<file path="src/acl_regs.vh">
`ifndef ACL_REGS_VH
`define ACL_REGS_VH

// register byte offsets, one aligned word each
`define ACL_OFS_CONTROL      8'h00
`define ACL_OFS_FREQ         8'h04
`define ACL_OFS_ENABLE       8'h08
`define ACL_OFS_AMPLITUDE    8'h0c
`define ACL_OFS_FLAGS        8'h10
`define ACL_OFS_IRQ_STATUS   8'h14
`define ACL_OFS_IRQ_CLEAR    8'h18
`define ACL_OFS_IRQ_ENABLE   8'h1c

// lead_off_control fields
`define ACL_CTL_SHUTDOWN     0
`define ACL_CTL_AC_SEL       1
`define ACL_CTL_ANALOG_SEL   2
`define ACL_CTL_LEVEL_LO     3
`define ACL_CTL_LEVEL_HI     4

// excitation_frequency_control fields
`define ACL_FRQ_DIV_HI       6
`define ACL_FRQ_PRESCALE     7

// reset values
`define ACL_RST_CONTROL      5'h00
`define ACL_RST_FREQ         8'h00
`define ACL_RST_ENABLE       6'h00
`define ACL_RST_AMPLITUDE    8'h00
`define ACL_RST_IRQ_ENABLE   6'h00

// timing: divider base rate and core clock, both in kHz
`define ACL_BASE_FREQ_KHZ    50
`define ACL_CORE_FREQ_KHZ    20000
`define ACL_BASE_CYCLES      (`ACL_CORE_FREQ_KHZ / `ACL_BASE_FREQ_KHZ)

`endif

</file>
<file path="src/acl_exc_div.v">
`timescale 1ns/10ps
`default_nettype none

`include "acl_regs.vh"

module acl_exc_div
(
	input  wire       clk,
	input  wire       rst_n,
	input  wire       run,
	input  wire [6:0] divisor,
	input  wire       prescale_sel,
	output reg        phase
);

	// base count held as an integer, then cut to the counter width on purpose
	localparam integer BASE_CYCLES = `ACL_BASE_CYCLES;
	localparam [8:0]   BASE_LAST   = BASE_CYCLES[8:0] - 9'h001;

	reg  [8:0]  base_cnt;
	reg  [12:0] half_cnt;
	reg  [7:0]  last_cfg;
	wire [7:0]  steps;
	wire [12:0] half_len;
	wire [12:0] half_last;
	wire        cfg_changed;
	wire        base_tick;

	// half period = 2*K*(divisor+1) ticks of the 50 kHz base
	assign steps     = {1'b0, divisor} + 8'h01;
	assign half_len  = prescale_sel ? {steps, 5'h00} : {4'h0, steps, 1'b0};
	assign half_last = half_len - 13'h0001;
	assign cfg_changed = {prescale_sel, divisor} != last_cfg;
	assign base_tick = base_cnt == BASE_LAST;

	// restart from phase zero on any setting change, so no runt low phase
	always @(posedge clk)
	begin
		if (!rst_n)
		begin
			base_cnt <= 9'h000;
			half_cnt <= 13'h0000;
			last_cfg <= 8'h00;
			phase    <= 1'b0;
		end
		else
		begin
			last_cfg <= {prescale_sel, divisor};
			if (!run || cfg_changed)
			begin
				base_cnt <= 9'h000;
				half_cnt <= 13'h0000;
				phase    <= 1'b0;
			end
			else if (base_tick)
			begin
				base_cnt <= 9'h000;
				if (half_cnt >= half_last)
				begin
					half_cnt <= 13'h0000;
					phase    <= ~phase;
				end
				else
					half_cnt <= half_cnt + 13'h0001;
			end
			else
				base_cnt <= base_cnt + 9'h001;
		end
	end

endmodule

`default_nettype wire

</file>
<file path="src/acl_top.v">
// Chosen here: the placing of the registers and the APB slave port.
`timescale 1ns/10ps
`default_nettype none

`include "acl_regs.vh"

module acl_top
(
	input  wire        CORE_CLK,
	input  wire        RESETN,
	input  wire        PSEL,
	input  wire        PENABLE,
	input  wire        PWRITE,
	input  wire [7:0]  PADDR,
	input  wire [31:0] PWDATA,
	output reg  [31:0] PRDATA,
	output wire        PREADY,
	output wire        PSLVERR,
	input  wire [5:0]  AC_COMPARE,
	input  wire [5:0]  DC_COMPARE,
	output reg  [5:0]  PIN_SOURCE,
	output reg  [5:0]  PIN_SINK,
	output reg  [5:0]  PIN_DC_INJECT,
	output reg  [2:0]  CH_POS_SOURCE,
	output reg  [2:0]  CH_POS_SINK,
	output reg  [2:0]  CH_NEG_SOURCE,
	output reg  [2:0]  CH_NEG_SINK,
	output reg  [7:0]  CURRENT_DAC_CODE,
	output reg  [1:0]  THRESHOLD_DAC_LEVEL,
	output reg         AC_DETECT_EN,
	output reg         DC_DETECT_EN,
	output reg         EXCITATION_PHASE,
	output wire        IRQ
);

	// software-visible state, plus the read-data, address and flag decode temporaries
	reg  [4:0]  lead_off_control;
	reg  [7:0]  excitation_frequency_control;
	reg  [5:0]  test_current_enable;
	reg  [7:0]  test_current_amplitude;
	reg  [5:0]  lead_off_error_flags;
	reg  [5:0]  irq_status;
	reg  [5:0]  irq_enable;
	reg  [31:0] next_prdata;
	reg         addr_ok;
	reg  [5:0]  next_flags;

	wire        wr_en;
	wire        rd_setup;
	wire        detect_block_shutdown;
	wire        ac_mode_select;
	wire        analog_ac_select;
	wire [1:0]  ac_threshold_level;
	wire [6:0]  excitation_divisor;
	wire        divisor_prescale_select;
	wire [5:0]  pin_test_enable;
	wire [7:0]  test_current_code;
	wire        block_active;
	wire        ac_active;
	wire        analog_mode;
	wire        digital_mode;
	wire        dc_mode;
	wire        div_phase;
	wire [2:0]  ch_polarity;
	wire [5:0]  flag_rise;
	wire [5:0]  irq_clear;

	// apb: zero wait states, error only for unmapped offsets
	assign PREADY   = 1'b1;
	assign PSLVERR  = PSEL & PENABLE & ~addr_ok;
	assign wr_en    = PSEL & PENABLE & PWRITE & addr_ok;
	assign rd_setup = PSEL & ~PENABLE & ~PWRITE;

	// field decode
	assign detect_block_shutdown   = lead_off_control[`ACL_CTL_SHUTDOWN];
	assign ac_mode_select          = lead_off_control[`ACL_CTL_AC_SEL];
	assign analog_ac_select        = lead_off_control[`ACL_CTL_ANALOG_SEL];
	assign ac_threshold_level      = lead_off_control[`ACL_CTL_LEVEL_HI:`ACL_CTL_LEVEL_LO];
	assign excitation_divisor      = excitation_frequency_control[`ACL_FRQ_DIV_HI:0];
	assign divisor_prescale_select = excitation_frequency_control[`ACL_FRQ_PRESCALE];
	assign pin_test_enable         = test_current_enable;
	assign test_current_code       = test_current_amplitude;

	// mode decode; software owns the bit combination
	assign block_active = ~detect_block_shutdown;
	assign ac_active    = block_active & ac_mode_select;
	assign analog_mode  = ac_active & analog_ac_select;
	assign digital_mode = ac_active & ~analog_ac_select;
	assign dc_mode      = block_active & ~ac_mode_select;

	// divider runs only in either AC mode, parked at phase zero otherwise
	acl_exc_div u_div
	(
		.clk          (CORE_CLK),
		.rst_n        (RESETN),
		.run          (ac_active),
		.divisor      (excitation_divisor),
		.prescale_sel (divisor_prescale_select),
		.phase        (div_phase)
	);

	// bits 5:3 invert the divider phase for channels three..one
	assign ch_polarity = {3{div_phase}} ^ pin_test_enable[5:3];

	// address decode and read data, sampled in the setup cycle
	always @*
	begin
		addr_ok     = 1'b1;
		next_prdata = 32'h00000000;
		case (PADDR)
			`ACL_OFS_CONTROL:
				next_prdata = {27'h0000000, lead_off_control};
			`ACL_OFS_FREQ:
				next_prdata = {24'h000000, excitation_frequency_control};
			`ACL_OFS_ENABLE:
				next_prdata = {26'h0000000, test_current_enable};
			`ACL_OFS_AMPLITUDE:
				next_prdata = {24'h000000, test_current_amplitude};
			`ACL_OFS_FLAGS:
				next_prdata = {26'h0000000, lead_off_error_flags};
			`ACL_OFS_IRQ_STATUS:
				next_prdata = {26'h0000000, irq_status};
			`ACL_OFS_IRQ_CLEAR:
				next_prdata = 32'h00000000; // write-only
			`ACL_OFS_IRQ_ENABLE:
				next_prdata = {26'h0000000, irq_enable};
			default:
				addr_ok = 1'b0;
		endcase
	end

	// read data flop, so prdata is stable through the access phase
	always @(posedge CORE_CLK)
	begin
		if (!RESETN)
			PRDATA <= 32'h00000000;
		else if (rd_setup)
			PRDATA <= next_prdata;
	end

	// configuration registers, written at the access edge only
	always @(posedge CORE_CLK)
	begin
		if (!RESETN)
		begin
			lead_off_control             <= `ACL_RST_CONTROL;
			excitation_frequency_control <= `ACL_RST_FREQ;
			test_current_enable          <= `ACL_RST_ENABLE;
			test_current_amplitude       <= `ACL_RST_AMPLITUDE;
			irq_enable                   <= `ACL_RST_IRQ_ENABLE;
		end
		else if (wr_en)
		begin
			case (PADDR)
				`ACL_OFS_CONTROL:
					lead_off_control <= PWDATA[4:0];
				`ACL_OFS_FREQ:
					excitation_frequency_control <= PWDATA[7:0];
				`ACL_OFS_ENABLE:
					test_current_enable <= PWDATA[5:0];
				`ACL_OFS_AMPLITUDE:
					test_current_amplitude <= PWDATA[7:0];
				`ACL_OFS_IRQ_ENABLE:
					irq_enable <= PWDATA[5:0];
				default:
					irq_enable <= irq_enable;
			endcase
		end
	end

	// flag source follows the mode; digital mode reports via channel data
	always @*
	begin
		next_flags = 6'h00;
		if (analog_mode)
			next_flags = pin_test_enable & AC_COMPARE;
		else if (dc_mode)
			next_flags = pin_test_enable & DC_COMPARE;
	end

	// a new lead-off flag raises a sticky event; set beats clear
	assign flag_rise = next_flags & ~lead_off_error_flags;
	assign irq_clear = (wr_en && PADDR == `ACL_OFS_IRQ_CLEAR) ? PWDATA[5:0] : 6'h00;
	assign IRQ       = |(irq_status & irq_enable);

	always @(posedge CORE_CLK)
	begin
		if (!RESETN)
		begin
			lead_off_error_flags <= 6'h00;
			irq_status           <= 6'h00;
		end
		else
		begin
			lead_off_error_flags <= next_flags;
			irq_status           <= (irq_status & ~irq_clear) | flag_rise;
		end
	end

	// analog drive outputs, registered to keep switch controls glitch free
	always @(posedge CORE_CLK)
	begin
		if (!RESETN)
		begin
			PIN_SOURCE          <= 6'h00;
			PIN_SINK            <= 6'h00;
			PIN_DC_INJECT       <= 6'h00;
			CH_POS_SOURCE       <= 3'h0;
			CH_POS_SINK         <= 3'h0;
			CH_NEG_SOURCE       <= 3'h0;
			CH_NEG_SINK         <= 3'h0;
			CURRENT_DAC_CODE    <= 8'h00;
			THRESHOLD_DAC_LEVEL <= 2'h0;
			AC_DETECT_EN        <= 1'b0;
			DC_DETECT_EN        <= 1'b0;
			EXCITATION_PHASE    <= 1'b0;
		end
		else
		begin
			// per pin, source on high phase and sink on low, never both
			PIN_SOURCE <= analog_mode ? (pin_test_enable & {6{div_phase}}) : 6'h00;
			PIN_SINK   <= analog_mode ? (pin_test_enable & {6{~div_phase}}) : 6'h00;
			PIN_DC_INJECT <= dc_mode ? pin_test_enable : 6'h00;
			// balanced channel injection: negative input mirrors positive
			CH_POS_SOURCE <= digital_mode ? (pin_test_enable[2:0] & ch_polarity) : 3'h0;
			CH_POS_SINK   <= digital_mode ? (pin_test_enable[2:0] & ~ch_polarity) : 3'h0;
			CH_NEG_SOURCE <= digital_mode ? (pin_test_enable[2:0] & ~ch_polarity) : 3'h0;
			CH_NEG_SINK   <= digital_mode ? (pin_test_enable[2:0] & ch_polarity) : 3'h0;
			// current code straight to the DAC, zeroed when shut down
			CURRENT_DAC_CODE    <= block_active ? test_current_code : 8'h00;
			THRESHOLD_DAC_LEVEL <= ac_threshold_level;
			AC_DETECT_EN        <= analog_mode;
			DC_DETECT_EN        <= dc_mode;
			EXCITATION_PHASE    <= div_phase;
		end
	end

endmodule

`default_nettype wire

</file>
<file path="config.mk">
export PLATFORM = sky130hd
export DESIGN_NAME = acl_top
export DESIGN_NICKNAME = d
export VERILOG_FILES = /design/src/acl_exc_div.v /design/src/acl_top.v
export VERILOG_INCLUDE_DIRS = /design/src
export SDC_FILE = /design/constraint.sdc
export NUM_CORES = 1
export LEC_CHECK = 0
export BUFFER_PORTS_ARGS = -buffer_cell sky130_fd_sc_hd__buf_4
export CORE_AREA = 2 2 113 115
export CTS_BUF_LIST = sky130_fd_sc_hd__clkbuf_16
export DETAILED_ROUTE_END_ITERATION = 8
export DIE_AREA = 0 0 115 117
export GPL_ROUTABILITY_DRIVEN = 1
export PLACE_DENSITY = 0.74
export SETUP_SLACK_MARGIN = 0.3
export SLEW_MARGIN = 40
export SYNTH_ARGS = -nofsm -noshare
export SYNTH_HDL_FRONTEND = slang
export SYNTH_SLANG_ARGS = --single-unit
</file>
<file path="constraint.sdc">
create_clock -name CORE_CLK -period 4.27 [get_ports CORE_CLK]
set_input_delay 0.2135 -clock CORE_CLK [delete_from_list [all_inputs] [get_ports CORE_CLK]]
set_output_delay 0.2135 -clock CORE_CLK [all_outputs]
set_load 0.03 [all_outputs]
</file>
; ---- After elaboration in Yosys (flattened, before gate mapping)
; Cells that the tools add are included.
[classes]
addsub = 4
order_cmp = 1
n_eq_ne = 9
muxes = 7
bitwise_logic = 32
n_reduce_logical = 18
[ops]
columns = op, n
row1 = 8-bit case mux with 7 select lines, 1
row2 = 6-bit bitwise AND, 7
row3 = 8-bit by 5-bit equality test with 1-bit output (second input constant), 4
row4 = 13-bit 2-to-1 mux, 2
row5 = 6-bit 2-to-1 mux, 3
row6 = 2-bit AND reduction, 9
row7 = 8-bit by 4-bit equality test with 1-bit output (second input constant), 2
row8 = 13-bit by 1-bit adder with 13-bit output (second input constant), 1
row9 = 13-bit greater-or-equal comparator, 1
row10 = 13-bit by 1-bit subtractor with 13-bit output (second input constant), 1
row11 = 6-bit NOT, 2
row12 = 1-bit bitwise AND, 10
row13 = 9-bit by 1-bit adder with 9-bit output (second input constant), 1
row14 = 9-bit equality test (second input constant), 1
row15 = 7-bit by 1-bit adder with 8-bit output (second input constant), 1
row16 = 8-bit by 3-bit equality test with 1-bit output (second input constant), 1
row17 = 8-bit logical NOT, 1
row18 = 8-bit != test, 1
row19 = 1-bit NOT, 8
row20 = 8-bit OR reduction, 1
row21 = 3-bit bitwise AND, 2
row22 = 6-bit OR, 1
row23 = 6-bit OR reduction, 1
row24 = 2-bit OR reduction, 2
row25 = 7 further kinds, 7
[totals]
reg_bits = 145
out_inout_bits = 78
word_cells = 93

; ---- Depth between registers and ports, before layout
[depth]
ltp_word = 9
ltp_mapped = 16
depth_no_buf = 14

; ---- Cells and area by module
; A second synthesis with hierarchy kept.
[unflattened]
cells_unflattened = 642
hier_area_um2 = 5933.2
[modules_own_cells]
columns = mod, instances, cells_per_inst, area_each_um2, seq_area_each_um2
row1 = acl_top, 1, 391, 3803.6, 1801.7
row2 = acl_exc_div, 1, 251, 2129.5, 620.6

; ---- Least setup slack after synthesis
; Ideal clock, no wire load.
[synth_path]
kind = register to register
start = reg excitation_frequency_control[7]
end = reg u_div.half_cnt[10]
arrival_ps = 3140
slack_ps = 1066
stages_incl_launch_ff = 16
n_path_buf = 3
period_less_slack_ps = 3204
path_cell_list = dfxtp_1 clkbuf_1 clkbuf_1 or2_2 ha_1 nor2b_1 xnor2_1 o21ai_0 ha_1 a21o_1 a21o_1 a21o_1 a211oi_1 o21bai_4 buf_6 nor2_1
[synth_between]
elab_chain_cells = 4
word_cells_on_any_way = 7
cone_classes = add/sub (1) / order compare (1) / eq/ne (1) / mux (2) / reduce/logical (2)
[synth_rtl]
columns = item, line
row1 = "start, declared", acl_top.v:38  ; reg [7:0] excitation_frequency_control;
row2 = "start signal, assigned", acl_top.v:147  ; excitation_frequency_control <= `ACL_RST_FREQ;
row3 = "start signal, assigned", acl_top.v:158  ; excitation_frequency_control <= PWDATA[7:0];
row4 = 13-bit 2-to-1 mux, acl_exc_div.v:31  ; assign half_len = prescale_sel ? {steps, 5'h00} : {4'h0, steps, 1'b0};
row5 = 13-bit by 1-bit subtractor with 13-bit output, acl_exc_div.v:32  ; assign half_last = half_len - 13'h0001;
row6 = 13-bit greater-or-equal comparator, acl_exc_div.v:58  ; if (half_cnt >= half_last)
row7 = 13-bit 2-to-1 mux, acl_exc_div.v:58
row8 = "end signal, assigned", acl_exc_div.v:64  ; half_cnt <= half_cnt + 13'h0001;
row9 = "end, declared", acl_exc_div.v:21  ; reg [12:0] half_cnt;
; Parallel ways exist; a longest one is shown, timed or not.
; A chain may end at the register's enable or synchronous reset.

; ---- Worst setup path in the final report
[layout_path]
start = reg excitation_frequency_control[1]
end = reg u_div.phase
[layout_between]
elab_chain_cells = 5
word_cells_on_any_way = 8
cone_classes = add/sub (2) / order compare (1) / eq/ne (1) / mux (1) / reduce/logical (3)
[layout_rtl]
columns = item, line
row1 = 7-bit by 1-bit adder with 8-bit output, acl_exc_div.v:30  ; assign steps = {1'b0, divisor} + 8'h01;
row2 = 13-bit 2-to-1 mux, acl_exc_div.v:31
row3 = 13-bit by 1-bit subtractor with 13-bit output, acl_exc_div.v:32
row4 = 13-bit greater-or-equal comparator, acl_exc_div.v:58
row5 = 2-bit AND reduction (no source line), --
row6 = "end signal, assigned", acl_exc_div.v:61  ; phase <= ~phase;
row7 = "end, declared", acl_exc_div.v:13  ; output reg phase
; Parallel ways exist; a longest one is shown, timed or not.

==> summary.md <==
| Metric | Value |
|---|---|
| Status | `finished, final reports clean` |
| Non-filler instance count after layout | `877` |
| Core box area | `12,310 um2` |
| Post-synth EDFFs | `0` |
| Final hold violation count | `0` |
| CP Class | `flip-flop to flip-flop` |
| Final-report setup violation count | `0` |
| Rows | `41` |
| I/O Pins | `135` |
| Worst path top cell family by delay | `compound AO/OA/AOI/OAI gates` |
| Clock Skew | `17.52 ps` |
| #FFs+latches synth | `121` |
| DP Area | `6535 um2` |
| Gpl congestion | `0.9053` |
| Total GRT Usage | `20.52%` |
| Slew headroom | `44.87%` |
| Synth Warn # | `0` |
| CTS Buffer Depth | `2` |
| Commonest non-fill, non-tap cells in the layout | `121 x dfxtp_1, 88 x buf_4, 53 x nand2_1` |
| Worst path depth | `13` |
| PwrDens | `366.4 nW/um2` |
| Reg2reg path depth | `13` |
| Seq/Total Area, Yosys | `40.16%` |
| Port buffer count | `85` |
| Mapped Cells | `650` |
| Post-route setup TNS | `0 ps` |
| CP bufs+invs | `0` |
| Routed Antenna Nets | `0` |
| Synth area leaders | `dfxtp_1 40%, mux2i_1 5.6%, ha_1 4.6%, buf_4 4.2%, nor2b_1 3.7%` |
| Count of cell types in the netlist | `70` |
| Worst VDD drop | `0.1642 mV` |
| Commonest non-fill, non-tap cell in the layout | `dfxtp_1` |
| Arr. time, crit path | `4040 ps` |
| Fin crit period | `3706 ps` |
| Worst Setup EP | `u_div.phase$_SDFFE_PP0P_` |
| Nets@finish | `793` |
| Die footprint | `13,460 um2` |
| RSZ-0062 raised after global routing | `no` |
| P&R area growth vs syn | `18.00%` |
| Post-synth ARST share | `0%` |
| Sink Count | `121` |
| DR DRC count | `0` |
| Worst min path class | `input pin to flip-flop` |
| GR Overflow Total | `0` |
| Cell mode on critical path | `a21o_1` |
| Setup Fix Bufs, Post-CTS | `0` |
| Tightest Pin Transition | `820.7 ps` |
| Clock root cell | `clkbuf_16` |
| # Max-Cap Violations | `0` |
| Synth Flop Type | `dfxtp_1` |
| Crit end category | `flip-flop` |
| CTS tree | `built` |
| Post-Syn Area per Cell | `9.280 um2` |
| DR vias | `4,744` |
| Post-synth top area cell | `dfxtp_1` |
| Crit share post-route | `86.80%` |
| Fmax | `269.8 MHz` |
| R2r endpoint | `u_div.phase$_SDFFE_PP0P_` |
| Drt first pass iters | `5` |
| Cts bufs inserted | `17` |
| Leak | `2.996 nW` |
| WL per Instance | `15.56 um` |
| Worst Setup SP | `excitation_frequency_control[1]$_SDFFE_PN0P_` |
| Worst skew pair latency | `420 ps` |
| Die Wd | `115 um` |
| DP Cell Count | `845` |
| Required @ worst endpoint | `4600 ps` |
| Crit-path cells | `ha_1, and3_2, xnor2_2, a22o_1, nand2_1, o211a_1, ha_1, a21o_1, a21o_1, a21o_1, a211oi_2, o21ai_0, a21oi_1` |
| Slack of the worst reg-to-reg path | `560 ps` |
| Crit-path slowest cell | `dfxtp_1` |
| Synthesized area | `6032 um2` |
| Largest net degree at the start of global routing | `56` |
| Initial antenna violation count | `0` |
| Worst stage delay on the critical path | `590 ps` |
| Fill cells | `1,065` |
| Clock-pin slew on the worst setup and hold paths | `60 ps` |
| First-pass GRT wire length | `21,790 um` |
| Final HPWL DP | `9757 um` |
| R2R Path Start | `excitation_frequency_control[1]$_SDFFE_PN0P_` |
| Power consumption | `2.608 mW` |
| Routed vias/inst | `5.409` |
| Worst setup SP type | `flip-flop` |
| DRT iter0 DRCs | `308` |
| Layout cells sized above 1 | `20.08%` |
| H-Tree Depth | `4` |
| Design area | `7118 um2` |
| Initial core utilization | `48.99%` |
| CP max FO | `11` |
| Top-area cell type share of the netlist area | `40.16%` |
| Antenna Cells | `0` |
| Fin. max-slew vios | `0` |
| Vias in the first global route | `4,517` |
| DRT Wirelength | `13,650 um` |
| Hold Worst Slack | `74.77 ps` |
| Die height | `117 um` |
[timing repair]
action	CTS	global route
gates resized for setup	0	1
setup endpoints to repair	0	13
hold buffers	0	0
[worst min-delay path by stage]
| stage | from | endpoint | cells past startpoint |
|---|---|---|---|
| 6_report | PWDATA[7] | excitation_frequency_control[7]$_SDFFE_PN0P_ | 3 |
| 5_1_grt | PWDATA[6] | test_current_amplitude[6]$_SDFFE_PN0P_ | 3 |
| 4_1_cts | PWDATA[6] | excitation_frequency_control[6]$_SDFFE_PN0P_ | 3 |
| 3_5_place_dp | u_div.base_cnt[0]$_SDFF_PP0_ | u_div.base_cnt[0]$_SDFF_PP0_ | 1 |
| 3_3_place_gp | u_div.base_cnt[0]$_SDFF_PP0_ | u_div.base_cnt[0]$_SDFF_PP0_ | 1 |
| 2_1_floorplan | PWDATA[4] | test_current_amplitude[4]$_SDFFE_PN0P_ | 2 |
[cell families (layout without fill, tap and decap cells)]
group                      after synthesis  in the layout  synth area share, %
other                                    2             25               0.1245
and+or+nand+nor                        253            253                22.98
AOI/OAI and AO/OA                       92             92                11.14
muxes                                   38             38                6.575
DFF                                    121            121                40.16
buffers and inverters                   79            133                7.965
adders and majority gates               22             22                4.563
xor gates and xnor gates                43             43                6.492
[per-stage QoR]
stage | worst slack (ps) | util, %
after global routing | 362.3 | 57.82
after floorplan | 1066 | -
after detailed placement | 450.0 | 53.08
after global placement | 578.3 | 53.08
final | 563.8 | 57.82
after CTS | 417.8 | 57.77
[routing by layer]
| metal | up-vias | global-route usage [%] | wire [um] |
|---|---|---|---|
| met5 | - | 0 | 0 |
| met4 | 0 | 7.229 | 207 |
| met3 | 19 | 4.325 | 863 |
| met2 | 190 | 35.14 | 6501 |
| met1 | 2222 | 25.72 | 6072 |
| li1 | 2313 | - | - |
[tightest hold or removal path, cell delays in order]
cell and delay (ps):
buf_4 90, mux2i_1 60, nor2b_1 100
[sequential cells by signal, summed over array words and instances, names as in the netlist, 2 cells and up]
name,flops
u_div.half_cnt,13
u_div.base_cnt,9
CURRENT_DAC_CODE,8
PRDATA,8
excitation_frequency_control,8
test_current_amplitude,8
u_div.last_cfg,8
PIN_DC_INJECT,6
PIN_SINK,6
PIN_SOURCE,6
irq_enable,6
irq_status,6
lead_off_error_flags,6
pin_test_enable,6
lead_off_control,5
CH_NEG_SINK,3
CH_NEG_SOURCE,3
THRESHOLD_DAC_LEVEL,2
[where the power goes]
group	total (mW)	switching [mW]	internal [mW]
sequential	1.13	0.000137	1.13
clock	1.38	0.520	0.855
combinational	0.103	0.0698	0.0332
total	2.61	0.590	2.02
[synth_stat cells, types with 3 or more instances]
cell	instances
and4_1	3
a22oi_1	9
nand3_1	30
buf_6	6
nand4_1	5
dfxtp_1	121
nor3_1	7
mux2_2	3
a21oi_1	12
and3_1	17
a32o_1	7
clkbuf_1	16
buf_2	9
buf_4	34
o21ai_0	16
a21boi_0	10
mux2i_1	34
nor2_1	34
ha_1	22
xnor2_1	24
nor2_2	7
nor2b_1	36
a21o_1	7
inv_1	13
a221oi_1	4
o211ai_1	4
nor3b_1	3
nand2_1	53
xor2_1	17
and2_1	33
[layout make-up]
| type | count | area, um2 | area share, % |
|---|---|---|---|
| inverter | 13 | 48.80 | 0.6855 |
| timing repair buffer | 88 | 660.6 | 9.281 |
| sequential | 121 | 2422 | 34.03 |
| tap | 150 | 187.7 | 2.637 |
| clock buffer | 17 | 425.4 | 5.976 |
| clock inverter | 15 | 152.6 | 2.144 |
| multi-input combinational | 473 | 3221 | 45.25 |
No activity file was read; power rests on OpenSTA's default activity.
